--- config.mk ---
export PLATFORM = sky130hd
export DESIGN_NAME = counter_compare_flags
export DESIGN_NICKNAME = d
export VERILOG_FILES = /design/src/hw/cmp_point.v /design/src/hw/counter_compare_flags.v
export VERILOG_INCLUDE_DIRS = /design/src /design/src/hw
export SDC_FILE = /design/constraint.sdc
export NUM_CORES = 1
export LEC_CHECK = 0
export BUFFER_PORTS_ARGS = -buffer_cell sky130_fd_sc_hd__buf_2
export CAP_MARGIN = 10
export CORE_MARGIN = 2
export CORE_UTILIZATION = 54
export DETAILED_ROUTE_END_ITERATION = 10
export PLACE_DENSITY = 0.77
export SYNTH_ARGS = -nofsm -noshare
export SYNTH_HDL_FRONTEND = slang
export SYNTH_HIERARCHICAL = 1
export SYNTH_SLANG_ARGS = --single-unit
--- constraint.sdc ---
create_clock -name core_clk -period 2 [get_ports core_clk]
set_clock_uncertainty 0.05 [all_clocks]
set_input_delay 0.2 -clock core_clk [delete_from_list [all_inputs] [get_ports core_clk]]
set_output_delay 0.2 -clock core_clk [all_outputs]
set_load 0.005 [all_outputs]
--- src/hw/counter_compare_flags_defs.vh ---
// Constants for the two-channel pulse counter status and command block.
// Assumes a 10 MHz core clock and an APB register port with 32-bit data.
`ifndef COUNTER_COMPARE_FLAGS_DEFS_VH
`define COUNTER_COMPARE_FLAGS_DEFS_VH

// Register byte offsets
`define CCF_CTRL_OFS      8'h00
`define CCF_POINT1_OFS    8'h04
`define CCF_POINT2_OFS    8'h08
`define CCF_STATUS_OFS    8'h0C
`define CCF_HOLDERR_OFS   8'h10

// Command bit positions in CTRL
`define CCF_CMD_MEAS1     0
`define CCF_CMD_FCLR1     1
`define CCF_CMD_FCLR2     2
`define CCF_CMD_MCLR1     3
`define CCF_CMD_MCLR2     4
`define CCF_CMD_ZCLR2     5
`define CCF_CMD_W         6

// Status bit positions in STATUS
`define CCF_ST_ABOVE1     0
`define CCF_ST_MATCH1     1
`define CCF_ST_BELOW1     2
`define CCF_ST_ABOVE2     3
`define CCF_ST_MATCH2     4
`define CCF_ST_BELOW2     5
`define CCF_ST_ZSEEN      6
`define CCF_ST_FAULT      7
`define CCF_ST_WARN       8
`define CCF_ST_W          9

// Reset values
`define CCF_CTRL_RST      6'h00
`define CCF_POINT_RST     32'h00000000

// Timing: least command hold time and core clock rate
`define CCF_HOLD_US       2000
`define CCF_CLK_MHZ       10
`define CCF_HOLD_CYC      (`CCF_HOLD_US * `CCF_CLK_MHZ)

`endif

--- src/hw/cmp_point.v ---
// One coincidence point: above, match and below flags for one setpoint.
// Assumes value and point are on the core clock and scanEnd is a pulse.
`timescale 1ns/1ps
module cmp_point #(
  parameter CNT_W = 32
) (
  // Clock and reset
  input  wire             core_clk,
  input  wire             resetn,
  // Counter side
  input  wire [CNT_W-1:0] curValue,
  input  wire [CNT_W-1:0] pointValue,
  input  wire             scanEnd,
  // Command side
  input  wire             matchClear,
  // Flags
  output reg              aboveFlag,
  output reg              matchFlag,
  output reg              belowFlag
);

  wire isAbove = curValue > pointValue;
  wire isEqual = curValue == pointValue;
  wire isBelow = curValue < pointValue;

  // Magnitude flags only move at scan end; match follows at once
  always @(posedge core_clk) begin
    if (!resetn) begin
      aboveFlag <= 1'b0;
      matchFlag <= 1'b0;
      belowFlag <= 1'b0;
    end else begin
      if (scanEnd) begin
        aboveFlag <= isAbove;
        belowFlag <= isBelow;
      end
      // Set wins so a hit in the clearing cycle is kept
      if (isEqual)
        matchFlag <= 1'b1;
      else if (matchClear)
        matchFlag <= 1'b0;
    end
  end

endmodule // cmp_point

--- src/hw/counter_compare_flags.v ---
// Status flags and command bits of a two-channel pulse counter, APB side.
// Assumes counter value, fault and warning causes and scanEnd are on
// core_clk; the phase-Z pin is asynchronous and is synchronised here.
//
// The APB interface to the registers and the register addresses were left to the implementer.
`timescale 1ns/1ps
`include "counter_compare_flags_defs.vh"
module counter_compare_flags #(
  parameter CNT_W    = 32,
  parameter HOLD_CYC = `CCF_HOLD_CYC
) (
  // Clock and reset
  input  wire             core_clk,
  input  wire             resetn,
  // APB slave
  input  wire             psel,
  input  wire             penable,
  input  wire             pwrite,
  input  wire [7:0]       paddr,
  input  wire [31:0]      pwdata,
  output reg  [31:0]      prdata,
  output reg              pready,
  output reg              pslverr,
  // Counter core, channel 2
  input  wire [CNT_W-1:0] ch2CountValue,
  input  wire             ch2FaultCause,
  input  wire             ch2WarnCause,
  input  wire             ch2ZPhasePin,
  input  wire             scanEnd,
  // Channel 1 controls
  output reg              ch1MeasureRun,
  output reg              ch1FaultClearPulse,
  // Channel 2 flags
  output wire             ch2AbovePoint1Flag,
  output wire             ch2MatchPoint1Flag,
  output wire             ch2BelowPoint1Flag,
  output wire             ch2AbovePoint2Flag,
  output wire             ch2MatchPoint2Flag,
  output wire             ch2BelowPoint2Flag,
  output reg              ch2ZPhasePresetSeenFlag,
  output reg              ch2FaultFlag,
  output reg              ch2WarningFlag
);

  localparam CW = `CCF_CMD_W;
  localparam HW = 16;
  localparam [HW-1:0] HOLD_MAX = HOLD_CYC[HW-1:0];

  // Point reset value cut to the counter width on purpose
  localparam [31:0]      POINT_RST_W = `CCF_POINT_RST;
  localparam [CNT_W-1:0] POINT_RST   = POINT_RST_W[CNT_W-1:0];

  // Register selector codes from the address decode
  localparam [2:0] SEL_NONE    = 3'h0;
  localparam [2:0] SEL_CTRL    = 3'h1;
  localparam [2:0] SEL_POINT1  = 3'h2;
  localparam [2:0] SEL_POINT2  = 3'h3;
  localparam [2:0] SEL_STATUS  = 3'h4;
  localparam [2:0] SEL_HOLDERR = 3'h5;

  // Address decode shared by read and write paths
  function [2:0] regSel;
    input [7:0] addr;
    begin
      case (addr)
        `CCF_CTRL_OFS:    regSel = SEL_CTRL;
        `CCF_POINT1_OFS:  regSel = SEL_POINT1;
        `CCF_POINT2_OFS:  regSel = SEL_POINT2;
        `CCF_STATUS_OFS:  regSel = SEL_STATUS;
        `CCF_HOLDERR_OFS: regSel = SEL_HOLDERR;
        default:          regSel = SEL_NONE;
      endcase
    end
  endfunction

  reg  [CW-1:0]    ctrl_q;
  reg  [CW-1:0]    ctrlPrev_q;
  reg  [CNT_W-1:0] point1_q;
  reg  [CNT_W-1:0] point2_q;
  reg  [CW-1:0]    holdErr_q;
  reg  [CW-1:0]    holdErr_d;
  reg              zSync1_q;
  reg              zSync2_q;
  reg              zPrev_q;
  reg              zPending_q;
  reg              zClrPending_q;
  reg              fClrPending_q;
  wire [2:0]       wSel;
  wire [2:0]       rSel;
  wire             wrFire;
  wire             wrCtrl;
  wire             wrPoint1;
  wire             wrPoint2;
  wire             wrHoldClr;
  wire [CW-1:0]    cmdRise;
  wire [CW-1:0]    cmdEdge;
  wire [31:0]      statusWord;
  reg  [31:0]      rdData;

  assign wSel   = regSel(paddr);
  assign rSel   = regSel(paddr);
  assign wrFire = psel & penable & pready & pwrite;
  assign cmdRise = ctrl_q & ~ctrlPrev_q;
  assign cmdEdge = ctrl_q ^ ctrlPrev_q;

  // One write strobe per register; STATUS and unmapped writes are dropped
  assign wrCtrl    = wrFire & (wSel == SEL_CTRL);
  assign wrPoint1  = wrFire & (wSel == SEL_POINT1);
  assign wrPoint2  = wrFire & (wSel == SEL_POINT2);
  assign wrHoldClr = wrFire & (wSel == SEL_HOLDERR);

  // Status word as seen by software
  assign statusWord = {23'h000000,
                       ch2WarningFlag,
                       ch2FaultFlag,
                       ch2ZPhasePresetSeenFlag,
                       ch2BelowPoint2Flag,
                       ch2MatchPoint2Flag,
                       ch2AbovePoint2Flag,
                       ch2BelowPoint1Flag,
                       ch2MatchPoint1Flag,
                       ch2AbovePoint1Flag};

  // APB handshake: one wait state, answer registered
  always @(posedge core_clk) begin
    if (!resetn) begin
      pready  <= 1'b0;
      pslverr <= 1'b0;
      prdata  <= 32'h00000000;
    end else begin
      pready  <= psel & penable & ~pready;
      pslverr <= psel & penable & ~pready & (rSel == SEL_NONE);
      if (psel & penable & ~pready & ~pwrite)
        prdata <= rdData;
    end
  end

  // Read multiplexer; narrow registers read zero above
  always @* begin
    rdData = 32'h00000000;
    case (rSel)
      SEL_CTRL:    rdData[CW-1:0]    = ctrl_q;
      SEL_POINT1:  rdData[CNT_W-1:0] = point1_q;
      SEL_POINT2:  rdData[CNT_W-1:0] = point2_q;
      SEL_STATUS:  rdData            = statusWord;
      SEL_HOLDERR: rdData[CW-1:0]    = holdErr_q;
      default:     rdData            = 32'h00000000;
    endcase
  end

  // Writable registers: commands and coincidence points
  always @(posedge core_clk) begin
    if (!resetn) begin
      ctrl_q     <= `CCF_CTRL_RST;
      ctrlPrev_q <= `CCF_CTRL_RST;
      point1_q   <= POINT_RST;
      point2_q   <= POINT_RST;
    end else begin
      ctrlPrev_q <= ctrl_q;
      if (wrCtrl)
        ctrl_q <= pwdata[CW-1:0];
      if (wrPoint1)
        point1_q <= pwdata[CNT_W-1:0];
      if (wrPoint2)
        point2_q <= pwdata[CNT_W-1:0];
    end
  end

  // Channel 1 outputs: level run, edge-only fault clear
  always @(posedge core_clk) begin
    if (!resetn) begin
      ch1MeasureRun      <= 1'b0;
      ch1FaultClearPulse <= 1'b0;
    end else begin
      ch1MeasureRun      <= ctrl_q[`CCF_CMD_MEAS1];
      ch1FaultClearPulse <= cmdRise[`CCF_CMD_FCLR1];
    end
  end

  // Hold-time watch: a command bit that changes again before the
  // least hold time sets a sticky error bit; the core still obeys it
  genvar gi;
  generate
    for (gi = 0; gi < CW; gi = gi + 1) begin : gHold
      // Saturating count, so long idle times need no wider counter
      reg [HW-1:0] holdCnt_q;
      always @(posedge core_clk) begin
        if (!resetn)
          holdCnt_q <= HOLD_MAX;
        else if (cmdEdge[gi])
          holdCnt_q <= 16'h0001;
        else if (holdCnt_q < HOLD_MAX)
          holdCnt_q <= holdCnt_q + 16'h0001;
      end
      // Short on or off times are flagged
      always @* begin
        holdErr_d[gi] = holdErr_q[gi];
        if (wrHoldClr && pwdata[gi])
          holdErr_d[gi] = 1'b0;
        if (cmdEdge[gi] && holdCnt_q < HOLD_MAX)
          holdErr_d[gi] = 1'b1;
      end
    end
  endgenerate

  // Sticky hold errors, write one to clear, set wins
  always @(posedge core_clk) begin
    if (!resetn)
      holdErr_q <= {CW{1'b0}};
    else
      holdErr_q <= holdErr_d;
  end

  // Coincidence points one and two
  cmp_point #(
    .CNT_W      (CNT_W)
  ) uPoint1 (
    .core_clk   (core_clk),
    .resetn     (resetn),
    .curValue   (ch2CountValue),
    .pointValue (point1_q),
    .scanEnd    (scanEnd),
    .matchClear (ctrl_q[`CCF_CMD_MCLR1]),
    .aboveFlag  (ch2AbovePoint1Flag),
    .matchFlag  (ch2MatchPoint1Flag),
    .belowFlag  (ch2BelowPoint1Flag)
  );

  cmp_point #(
    .CNT_W      (CNT_W)
  ) uPoint2 (
    .core_clk   (core_clk),
    .resetn     (resetn),
    .curValue   (ch2CountValue),
    .pointValue (point2_q),
    .scanEnd    (scanEnd),
    .matchClear (ctrl_q[`CCF_CMD_MCLR2]),
    .aboveFlag  (ch2AbovePoint2Flag),
    .matchFlag  (ch2MatchPoint2Flag),
    .belowFlag  (ch2BelowPoint2Flag)
  );

  // Phase-Z pin synchroniser; only the second stage is looked at
  always @(posedge core_clk) begin
    if (!resetn) begin
      zSync1_q <= 1'b0;
      zSync2_q <= 1'b0;
      zPrev_q  <= 1'b0;
    end else begin
      zSync1_q <= ch2ZPhasePin;
      zSync2_q <= zSync1_q;
      zPrev_q  <= zSync2_q;
    end
  end

  // Preset request: caught at once, shown at the next scan end
  always @(posedge core_clk) begin
    if (!resetn) begin
      zPending_q              <= 1'b0;
      zClrPending_q           <= 1'b0;
      ch2ZPhasePresetSeenFlag <= 1'b0;
    end else begin
      if (scanEnd)
        zPending_q <= zSync2_q & ~zPrev_q;
      else if (zSync2_q & ~zPrev_q)
        zPending_q <= 1'b1;
      if (scanEnd)
        zClrPending_q <= cmdRise[`CCF_CMD_ZCLR2];
      else if (cmdRise[`CCF_CMD_ZCLR2])
        zClrPending_q <= 1'b1;
      // New request beats a clear in the same scan
      if (scanEnd) begin
        if (zPending_q)
          ch2ZPhasePresetSeenFlag <= 1'b1;
        else if (zClrPending_q)
          ch2ZPhasePresetSeenFlag <= 1'b0;
      end
    end
  end

  // Fault and warning: reset edge remembered until next scan end
  always @(posedge core_clk) begin
    if (!resetn) begin
      fClrPending_q  <= 1'b0;
      ch2FaultFlag   <= 1'b0;
      ch2WarningFlag <= 1'b0;
    end else begin
      if (scanEnd)
        fClrPending_q <= cmdRise[`CCF_CMD_FCLR2];
      else if (cmdRise[`CCF_CMD_FCLR2])
        fClrPending_q <= 1'b1;
      if (scanEnd) begin
        // A live cause keeps the flag set whatever the reset does
        if (ch2FaultCause)
          ch2FaultFlag <= 1'b1;
        else if (fClrPending_q)
          ch2FaultFlag <= 1'b0;
        if (ch2WarnCause)
          ch2WarningFlag <= 1'b1;
        else if (fClrPending_q)
          ch2WarningFlag <= 1'b0;
      end
    end
  end

endmodule // counter_compare_flags

---- Word level (Yosys, flattened, before mapping) ----
Index checks and enable logic that the tools add are counted.
cells by class
  multiplexer cells ....................... 42
  equal/unequal tests ..................... 11
  magnitude comparators ................... 10
  bitwise logic cells ..................... 18
  $add $sub $neg .......................... 6
  reductions and logical operators ........ 43
operator list
  kind                     number
  $mux W15                 12
  $add A16 B1 Y16 const B  6
  $lt A16 B15 Y1 const B   6
  $pmux W26 S3             1
  $eq A32 B32 Y1           2
  $gt A32 B32 Y1           2
  $lt A32 B32 Y1           2
  $reduce_bool A2 Y1       20
  $pmux W6 S5              1
  $mux W1                  27
  $eq A8 B4 Y1 const B     2
  $pmux W3 S5              1
  $logic_and A1 B1 Y1      12
  $reduce_or A2 Y1         6
  $and A1 B1 Y1            11
  $eq A8 B3 Y1 const B     1
  $eq A8 B5 Y1 const B     1
  $logic_not A8 Y1         1
  $and A6 B6 Y6            1
  $eq A3 B2 Y1 const B     2
  $eq A3 B3 Y1 const B     2
  $not A6 Y6               1
  $reduce_and A2 Y1        3
  $xor A6 B6 Y6            1
  other kinds (3)          6
word-level totals
  output and inout port bits .............. 45
  word-level logic and storage cells ...... 172
  bits of input ports ..................... 81
  register bits after elaboration ......... 229

---- Longest topological paths before layout ----
Gate-level depths: netlist (run 1).
  depth in word-level cells ............... 7
  gate-level depth with buffers ........... 7
  mapped depth without buffers ............ 7

---- Hierarchy ----
The synthesis (run 1) kept the hierarchy.
modules (own cells, without submodules)
  module                 sequential area each (um^2)  area an instance (um^2)  times used  cells each
  counter_compare_flags  4,444.3                      9,918.3                  1           1,119
  cmp_point              60.1                         944.7                    2           128

---- Worst setup path after synthesis (run 1) ----
OpenSTA, ideal clock, no wires.
  path type ............................... register to register
  start ................................... register gHold[2].holdCnt_q[5]
  end ..................................... register gHold[2].holdCnt_q[9]
  required time ........................... 1.816 ns
  clock period less this slack ............ 2.101 ns
  library setup time ...................... 0.134 ns
  data arrival time ....................... 1.917 ns
  cell stages (with the launch flop) ...... 5
  path buffers ............................ 0
  path slack .............................. -0.101 ns
  cells stage by stage .................... dfxtp_1 or4_4 a311oi_2 a21oi_1 or4_1
between the ends
  longest elaborated chain between the ends .. 3
  elaborated cells on any way between the ends .. 5
  classes of those cells .................. 1 x add/sub; 1 x order compare; 2 x mux; 1 x reduce/logical
ends and longest elaborated chain
  item                    line                         RTL
  from (decl)             counter_compare_flags.v:186  reg [HW-1:0] holdCnt_q;
  from (signal assigned)  counter_compare_flags.v:193  holdCnt_q <= holdCnt_q + 16'h0001;
  $add A16 B1 Y16         counter_compare_flags.v:193
  $mux W15                counter_compare_flags.v:192  else if (holdCnt_q < HOLD_MAX)
  $mux W15                counter_compare_flags.v:190  else if (cmdEdge[gi])
Several ways; a longest one is shown, not always the timed one. The select of a mux whose other input is x is not followed.
A chain may end at the register's enable or synchronous reset.

---- Worst setup path in the final report (run 1) ----
  start ................................... register gHold[2].holdCnt_q[6]
  end ..................................... register gHold[2].holdCnt_q[9]
The elaborated chain is that of the path after synthesis.

==> impl_results.md, run 1 <==
* Final GP Congestion at 0.8867
* Initial DRC Count at 858
* Maxcap violations at 0
* Fin. max-slew vios at 0
* Number of synthesized flops with an enable pin at 0
* Slew margin rel. at 58.11%
* Worst slack, placed at -0.03342 ns
* Clock transition at the registers of the reported paths at 0.06 ns
* Critical path arrival at 2.37 ns
* I/O pin total at 126
* Clock sink total at 228
* Maximum vdd drop at 0.5826 mV
* Post-Place Cells at 1792
* Final period utilization at 101.4%
* WHS Path Cells at 4
* Non-Filler Instances at 1884
* CTS tree: done
* Fraction of layout cells with a size suffix above 1 at 19.80%
* Mean Syn Cell Area at 8.587 µm²
* Startpoint Class: flop
* Worst reg2reg setup slack at -0.03 ns
* Initial core utilization at 54.61%
* Flops & latches, synth at 228
* Asr flop ratio synth at 0%
* Reg2reg end: gHold[2].holdCnt_q[9]
* GR Util All Layers at 26.58%
* Root buffer cell: clkbuf_16
* Yosys warns at 6
* Seq/Total Area, Yosys at 38.66%
* Tmin final at 2.029 ns
* H-tree levels at 1
* Outcome: finished with violations
* Reg2Reg Launch Point: gHold[2].holdCnt_q[6]
* Fin Setup TNS at -0.07832 ns
* DR WL/cell at 17.13 µm
* Hold_sp: scanEnd
* Setup ws final at -0.02895 ns
* Fin. Hold Viols at 0
* Synth Flop Type: dfxtp_1
* Die height at 151.9 µm
* Count of different cell masters after synthesis at 69
* DRC errors left at 0
* DR vias at 11120
* Final wirelength at 32.28 mm
* Layout area overhead at 24.54%
* Die Wd at 151.9 µm
* Worst min path class: input port to flop
* Core area at 21620 µm²
* Worst-margin pin slew at 0.6253 ns
* Worst-Skew Late Latency at 0.52 ns
* Final core utilization at 68.02%
* First-pass GRT wire length at 52.28 mm
* Mapped cell area at 11810 µm²
* Num rows at 54
* CP Class: flop to flop
* Largest net degree at the start of global routing at 44
* Final nets at 1738
* Peak Freq at 492.9 MHz
* Die ar. at 23060 µm²
* DP HPWL at 22.31 mm
* Worst Path Max Fanout at 3
* Via/cell ratio at 5.902
* DRT Pass-1 Iters at 5
* Failing checks: setup timing
* Number of global-route vias before repair at 10750
* CTS Buf Count at 25
* Final antenna-violating net count at 0
* R2R depth at 5
* Hold Crit Endpoint: ch2WarningFlag
* Worst EP required at 2.34 ns
* Leak Pwr at 0.006141 µW
* Mapped Cells at 1375
* Power Density at 678.5 nW/µm²
* RSZ-0062 raised after global routing: yes
* Synthesized Nets at 1529
* Total chip power at 9978 µW
* Initial antenna violation count at 2
* Crit. End Element: flop
* Setup Viol. Count Final at 3
* PortBufs at 125
* Clock tree buffer depth at 3
* Gr ovfl total at 0
## how the worst max path moves through the flow
| stage | start | end | cells past startpoint |
|---|---|---|---|
| 2_1_floorplan | gHold[2].holdCnt_q[7] | gHold[2].holdCnt_q[9] | 4 |
| 3_3_place_gp | gHold[2].holdCnt_q[7] | gHold[2].holdCnt_q[13] | 4 |
| 3_5_place_dp | gHold[2].holdCnt_q[7] | gHold[2].holdCnt_q[13] | 4 |
| 4_1_cts | gHold[2].holdCnt_q[6] | gHold[2].holdCnt_q[2] | 5 |
| 5_1_grt | gHold[2].holdCnt_q[9] | gHold[2].holdCnt_q[11] | 6 |
| 6_report | gHold[2].holdCnt_q[6] | gHold[2].holdCnt_q[9] | 5 |
## where the power goes
group | internal, µW | switching (µW)
clock | 2860 | 1870
combinational | 290 | 375
sequential | 4560 | 19.1
## cells in the mapped netlist, types with 11 or more instances
cell	count	area, µm²
or3_1	26	162.7
nand2_1	210	788.3
inv_1	96	360.4
nand3_1	53	265.3
and4_1	14	122.6
a22oi_1	30	225.2
nor4_1	13	81.33
dfxtp_1	228	4564
o21ai_0	68	340.3
or4_1	25	187.7
a31oi_1	12	75.07
clkbuf_1	45	168.9
o211ai_1	20	150.1
nor3_1	11	55.05
nor2_1	46	172.7
mux2i_1	84	840.8
o31ai_1	18	135.1
nor2b_1	17	106.4
a21oi_1	84	420.4
ha_1	73	913.4
nand4_1	33	206.5
and3_1	14	87.58
## layer usage
metal | part of all wire [%] | up-vias | GRT usage, % | routed length, µm
met5 | 0.022 | - | 0 | 7
met4 | 2.4 | 2 | 7.655 | 764
met3 | 7.0 | 56 | 5.048 | 2245
met2 | 48 | 363 | 45.32 | 15460
met1 | 43 | 5249 | 34.42 | 13800
li1 | - | 5449 | - | -
## worst max-delay path, stage by stage, from the launching register on
cell and delay, ns:
dfxtp_1 0.31, or4_4 0.53, buf_4 0.16, a311oi_4 0.25, a21oi_1 0.11, or4_1 0.50
## sequential cells by signal (all words and copies together) (netlist names), 6 cells and up
signal and count:
gHold.holdCnt_q 96, point1_q 32, point2_q 32, prdata 32, ctrlPrev_q 6, ctrl_q 6, holdErr_q 6
## layout by cell type, fill, tap and decap left out, types with 11 or more instances in the layout
| cell | Yosys | routed |
|---|---|---|
| inv_1 | 96 | 94 |
| mux2i_1 | 84 | 84 |
| or4_1 | 25 | 23 |
| ha_1 | 73 | 69 |
| o31ai_1 | 18 | 15 |
| nor4_1 | 13 | 11 |
| o211ai_1 | 20 | 20 |
| buf_2 | 7 | 124 |
| a22oi_1 | 30 | 30 |
| a21oi_1 | 84 | 78 |
| dfxtp_1 | 228 | 218 |
| dlygate4sd3_1 | 0 | 39 |
| clkbuf_16 | 0 | 25 |
| and4_1 | 14 | 14 |
| nand4_1 | 33 | 33 |
| nand2_1 | 210 | 207 |
| buf_4 | 0 | 64 |
| o21ai_0 | 68 | 65 |
| a31oi_1 | 12 | 12 |
| or3_1 | 26 | 25 |
| nor2_1 | 46 | 44 |
| nand3_1 | 53 | 53 |
| nor2b_1 | 17 | 15 |
| and3_1 | 14 | 12 |
## logic make-up (layout without fill, tap and decap cells)
kind of cell	Yosys count	in the layout	synth area share, %
AOI/OAI and AO/OA	301	301	16.48
xor gates and xnor gates	13	13	0.9643
adders and majority gates	73	73	7.736
buffers and inverters	151	376	4.874
DFF	228	228	38.66
muxes	94	94	8.647
other	0	3	0
and+or+nand+nor	515	516	22.64
## stage by stage
stage | hold WS, ns | area, µm²
5_1_grt | 0.1374 | 14700
3_5_place_dp | 0.3873 | 13200
4_1_cts | 0.1073 | 14490
3_3_place_gp | 0.3829 | 13200
6_report | 0.1395 | 14710
2_1_floorplan | 0.2773 | 11830
## area by class of cell
cell class	instances	area, µm²
diodes	3	7.507
clock buffers	33	705.7
clock inverters	11	140.1
fillers	1707	6915
inverters	96	360.3
multi-input cells	997	6902
flip-flops and latches	228	4577
well taps	280	350.3
repair buffers	236	1663
## what timing repair did
item                                    4_1_cts  5_1_grt
buffers inserted                              4        1
resized for setup                             6       43
pin swaps                                    10       12
endpoints found under the setup margin        4       37
cloned                                        0        1
hold buffers                                 39        0
endpoints found under the hold margin        72        0
(Power assumes the default switching activity.)
==> run 2, diff against run 1 <==
Settings changed: ABC_AREA set to 1.
==> impl_results.md, run 2 <==
* Outcome: completed
* CTS Buf Count at 26
* Setup Buffers After CTS at 0
* Largest net degree at the start of global routing at 33
* Register area at 4564 µm²
* Synth Flop Type: dfxtp_1
* PortBufs at 125
* First-pass GRT wire length at 57.33 mm
* Hold_sp: resetn
* Biggest register: gHold.holdCnt_q
* RSZ-0062 raised after global routing: no
* Crit. End Element: flop
* Critical path arrival at 2.12 ns
* Fillers at 2161
* Final antenna-violating net count at 0
* Maxcap violations at 0
* Most common cell after layout, fill and taps aside: nand2_1
* I/O pin total at 126
* Final core utilization at 64.49%
* Initial antenna violation count at 3
* CP Class: flop to flop
* Gr ovfl total at 0
* Final wirelength at 35.26 mm
* Reg2reg end: gHold[1].holdCnt_q[10]
* Worst min path class: input port to flop
* Final period utilization at 87.83%
* Slew margin rel. at 49.22%
* Flops & latches, synth at 228
* WHS Path Cells at 2
* Asr flop ratio synth at 0%
* Commonest non-fill, non-tap cells in the layout: nand2_1 (546), nor2_1 (264), dfxtp_1 (228)
* Via/cell ratio at 5.282
* Mean Syn Cell Area at 6.672 µm²
* Synth cell count leaders: nand2_1 (546), nor2_1 (265), dfxtp_1 (228)
* Final GP Congestion at 0.9662
* Worst slack, placed at 0.2684 ns
* Core area at 23400 µm²
* Top area cells in the synthesized netlist: dfxtp_1 (36%), nand2_1 (16%), nor2_1 (7.7%), ha_1 (7.1%), inv_1 (5.5%)
* Num rows at 56
* DR WL/cell at 14.51 µm
* Fin. max-slew vios at 0
* Yosys warns at 6
* Number of synthesized flops with an enable pin at 0
* Mapped cell area at 12850 µm²
* Fraction of layout cells with a size suffix above 1 at 12.62%
* Synthesized Nets at 2080
* Die Wd at 158.3 µm
* Most numerous cell in the Yosys netlist: nand2_1
* Fin. Hold Viols at 0
* Worst-margin pin slew at 0.7606 ns
* DRC errors left at 0
* Setup ws final at 0.2434 ns
* Power Density at 917.1 nW/µm²
* Seq/Total Area, Yosys at 35.52%
* Clock tree buffer depth at 3
* Die height at 158.3 µm
* Placed Area at 13780 µm²
* H-tree levels at 1
* GR Util All Layers at 27.94%
* Area leader, netlist: dfxtp_1
* Post-route design area at 15090 µm²
* Layout area overhead at 17.45%
* R2R depth at 7
* Worst reg2reg setup slack at 0.24 ns
* Worst-Skew Late Latency at 0.53 ns
* Reg2Reg Launch Point: gHold[1].holdCnt_q[10]
* Share of the synthesized area in the top cell type at 35.52%
* Final nets at 2242
* Crit path launch: gHold[1].holdCnt_q[10]
* DR vias at 12840
* DP HPWL at 24.81 mm
* Mapped Cells at 1926
* DRT Pass-1 Iters at 5
* CTS tree: done
* Fin Setup TNS at 0 ns
* Area of the multi-input gates at 7191 µm²
* Die ar. at 25050 µm²
* Initial core utilization at 54.91%
* Root buffer cell: clkbuf_16
* Startpoint Class: flop
* Clock sink total at 228
* Maximum vdd drop at 0.5878 mV
* Tmin final at 1.757 ns
* Number of global-route vias before repair at 11920
* Clock transition at the registers of the reported paths at 0.06 ns
* Initial DRC Count at 1018
* Leak Pwr at 0.006783 µW
* Setup Viol. Count Final at 0
* Peak Freq at 569.3 MHz
* Largest register FFs at 96
* Count of different cell masters after synthesis at 36
* Worst Path Max Fanout at 12
* Hold Crit Endpoint: gHold[5].holdCnt_q[9]
* Worst EP required at 2.36 ns
[run 2: changes by cell type after synthesis, sizes merged, moves of 44 or more]
cell,previous run,this run
nand2,210,554
nor2,46,292
inv,96,207
mux2i,84,0
nand3,53,131
a21oi,86,130
[run 2: worst max-delay path by stage]
| stage | endpoint | slack, ns | depth (start not counted) |
|---|---|---|---|
| after global routing | gHold[1].holdCnt_q[0] | 0.07 | 8 |
| after global placement | gHold[1].holdCnt_q[10] | 0.31 | 7 |
| after floorplan | gHold[3].holdCnt_q[14] | 0.59 | 6 |
| after detailed placement | ctrl_q[3] | 0.27 | 10 |
| after CTS | gHold[1].holdCnt_q[10] | 0.30 | 7 |
| final | gHold[1].holdCnt_q[10] | 0.24 | 7 |
[run 2: area by class of cell]
cell class,count,area share [%]
timing repair buffer,190,8.107
antenna,3,0.04974
clock inverter,13,1.127
inverter,208,5.181
sequential,228,30.24
multi-input combinational,1434,47.64
clock buffer,35,5.007
tap,319,2.644
[run 2: repair_timing]
item,in CTS,in global routing
endpoints found under the setup margin,0,0
hold buffers,38,0
endpoints found under the hold margin,78,0
gates resized for setup,0,0
[run 2: critical path: stages (launching register included)]
cell     delay [ns]
dfxtp_1        0.43
nand2_1        0.10
nor2_1         0.19
nand4_1        0.17
nand3_1        0.45
nor2_1         0.10
nand2_1        0.08
nand3_1        0.07
[run 2: cell families (layout without fill, tap and decap cells)]
kind of cell	Yosys count	in the layout	share of synthesized area (%)
AO/OA/AOI/OAI	229	229	9.337
buffers and inverters	264	446	8.548
adder cells (fa/ha/maj)	73	73	7.107
AND/OR/NAND/NOR	1083	1083	36.03
XOR/XNOR	49	49	3.456
other	0	3	0
flip-flops	228	228	35.52
[run 2: per-layer routing]
| metal | part of all wire (%) | track usage, % | vias up |
|---|---|---|---|
| met5 | 0 | 0 | - |
| met2 | 47 | 47.45 | 436 |
| met4 | 3.1 | 9.653 | 0 |
| met1 | 43 | 36.33 | 5807 |
| li1 | - | - | 6518 |
| met3 | 6.7 | 4.137 | 75 |
[run 2: report_power, final]
part / switching (µW) / internal [µW]
Clock: 1950 / 3160
Combinational: 2220 / 1210
Sequential: 412 / 4890
Total: 4590 / 9260
[run 2: stage by stage]
stage                     cells  power (µW)  hold WS, ns
after global placement     2341        8625       0.3449
after detailed placement   2341        8703       0.3536
after floorplan            1926        7927       0.2476
after global routing       2429       14590      0.05469
after CTS                  2427       13890      0.02165
final                      2430       13840      0.04269
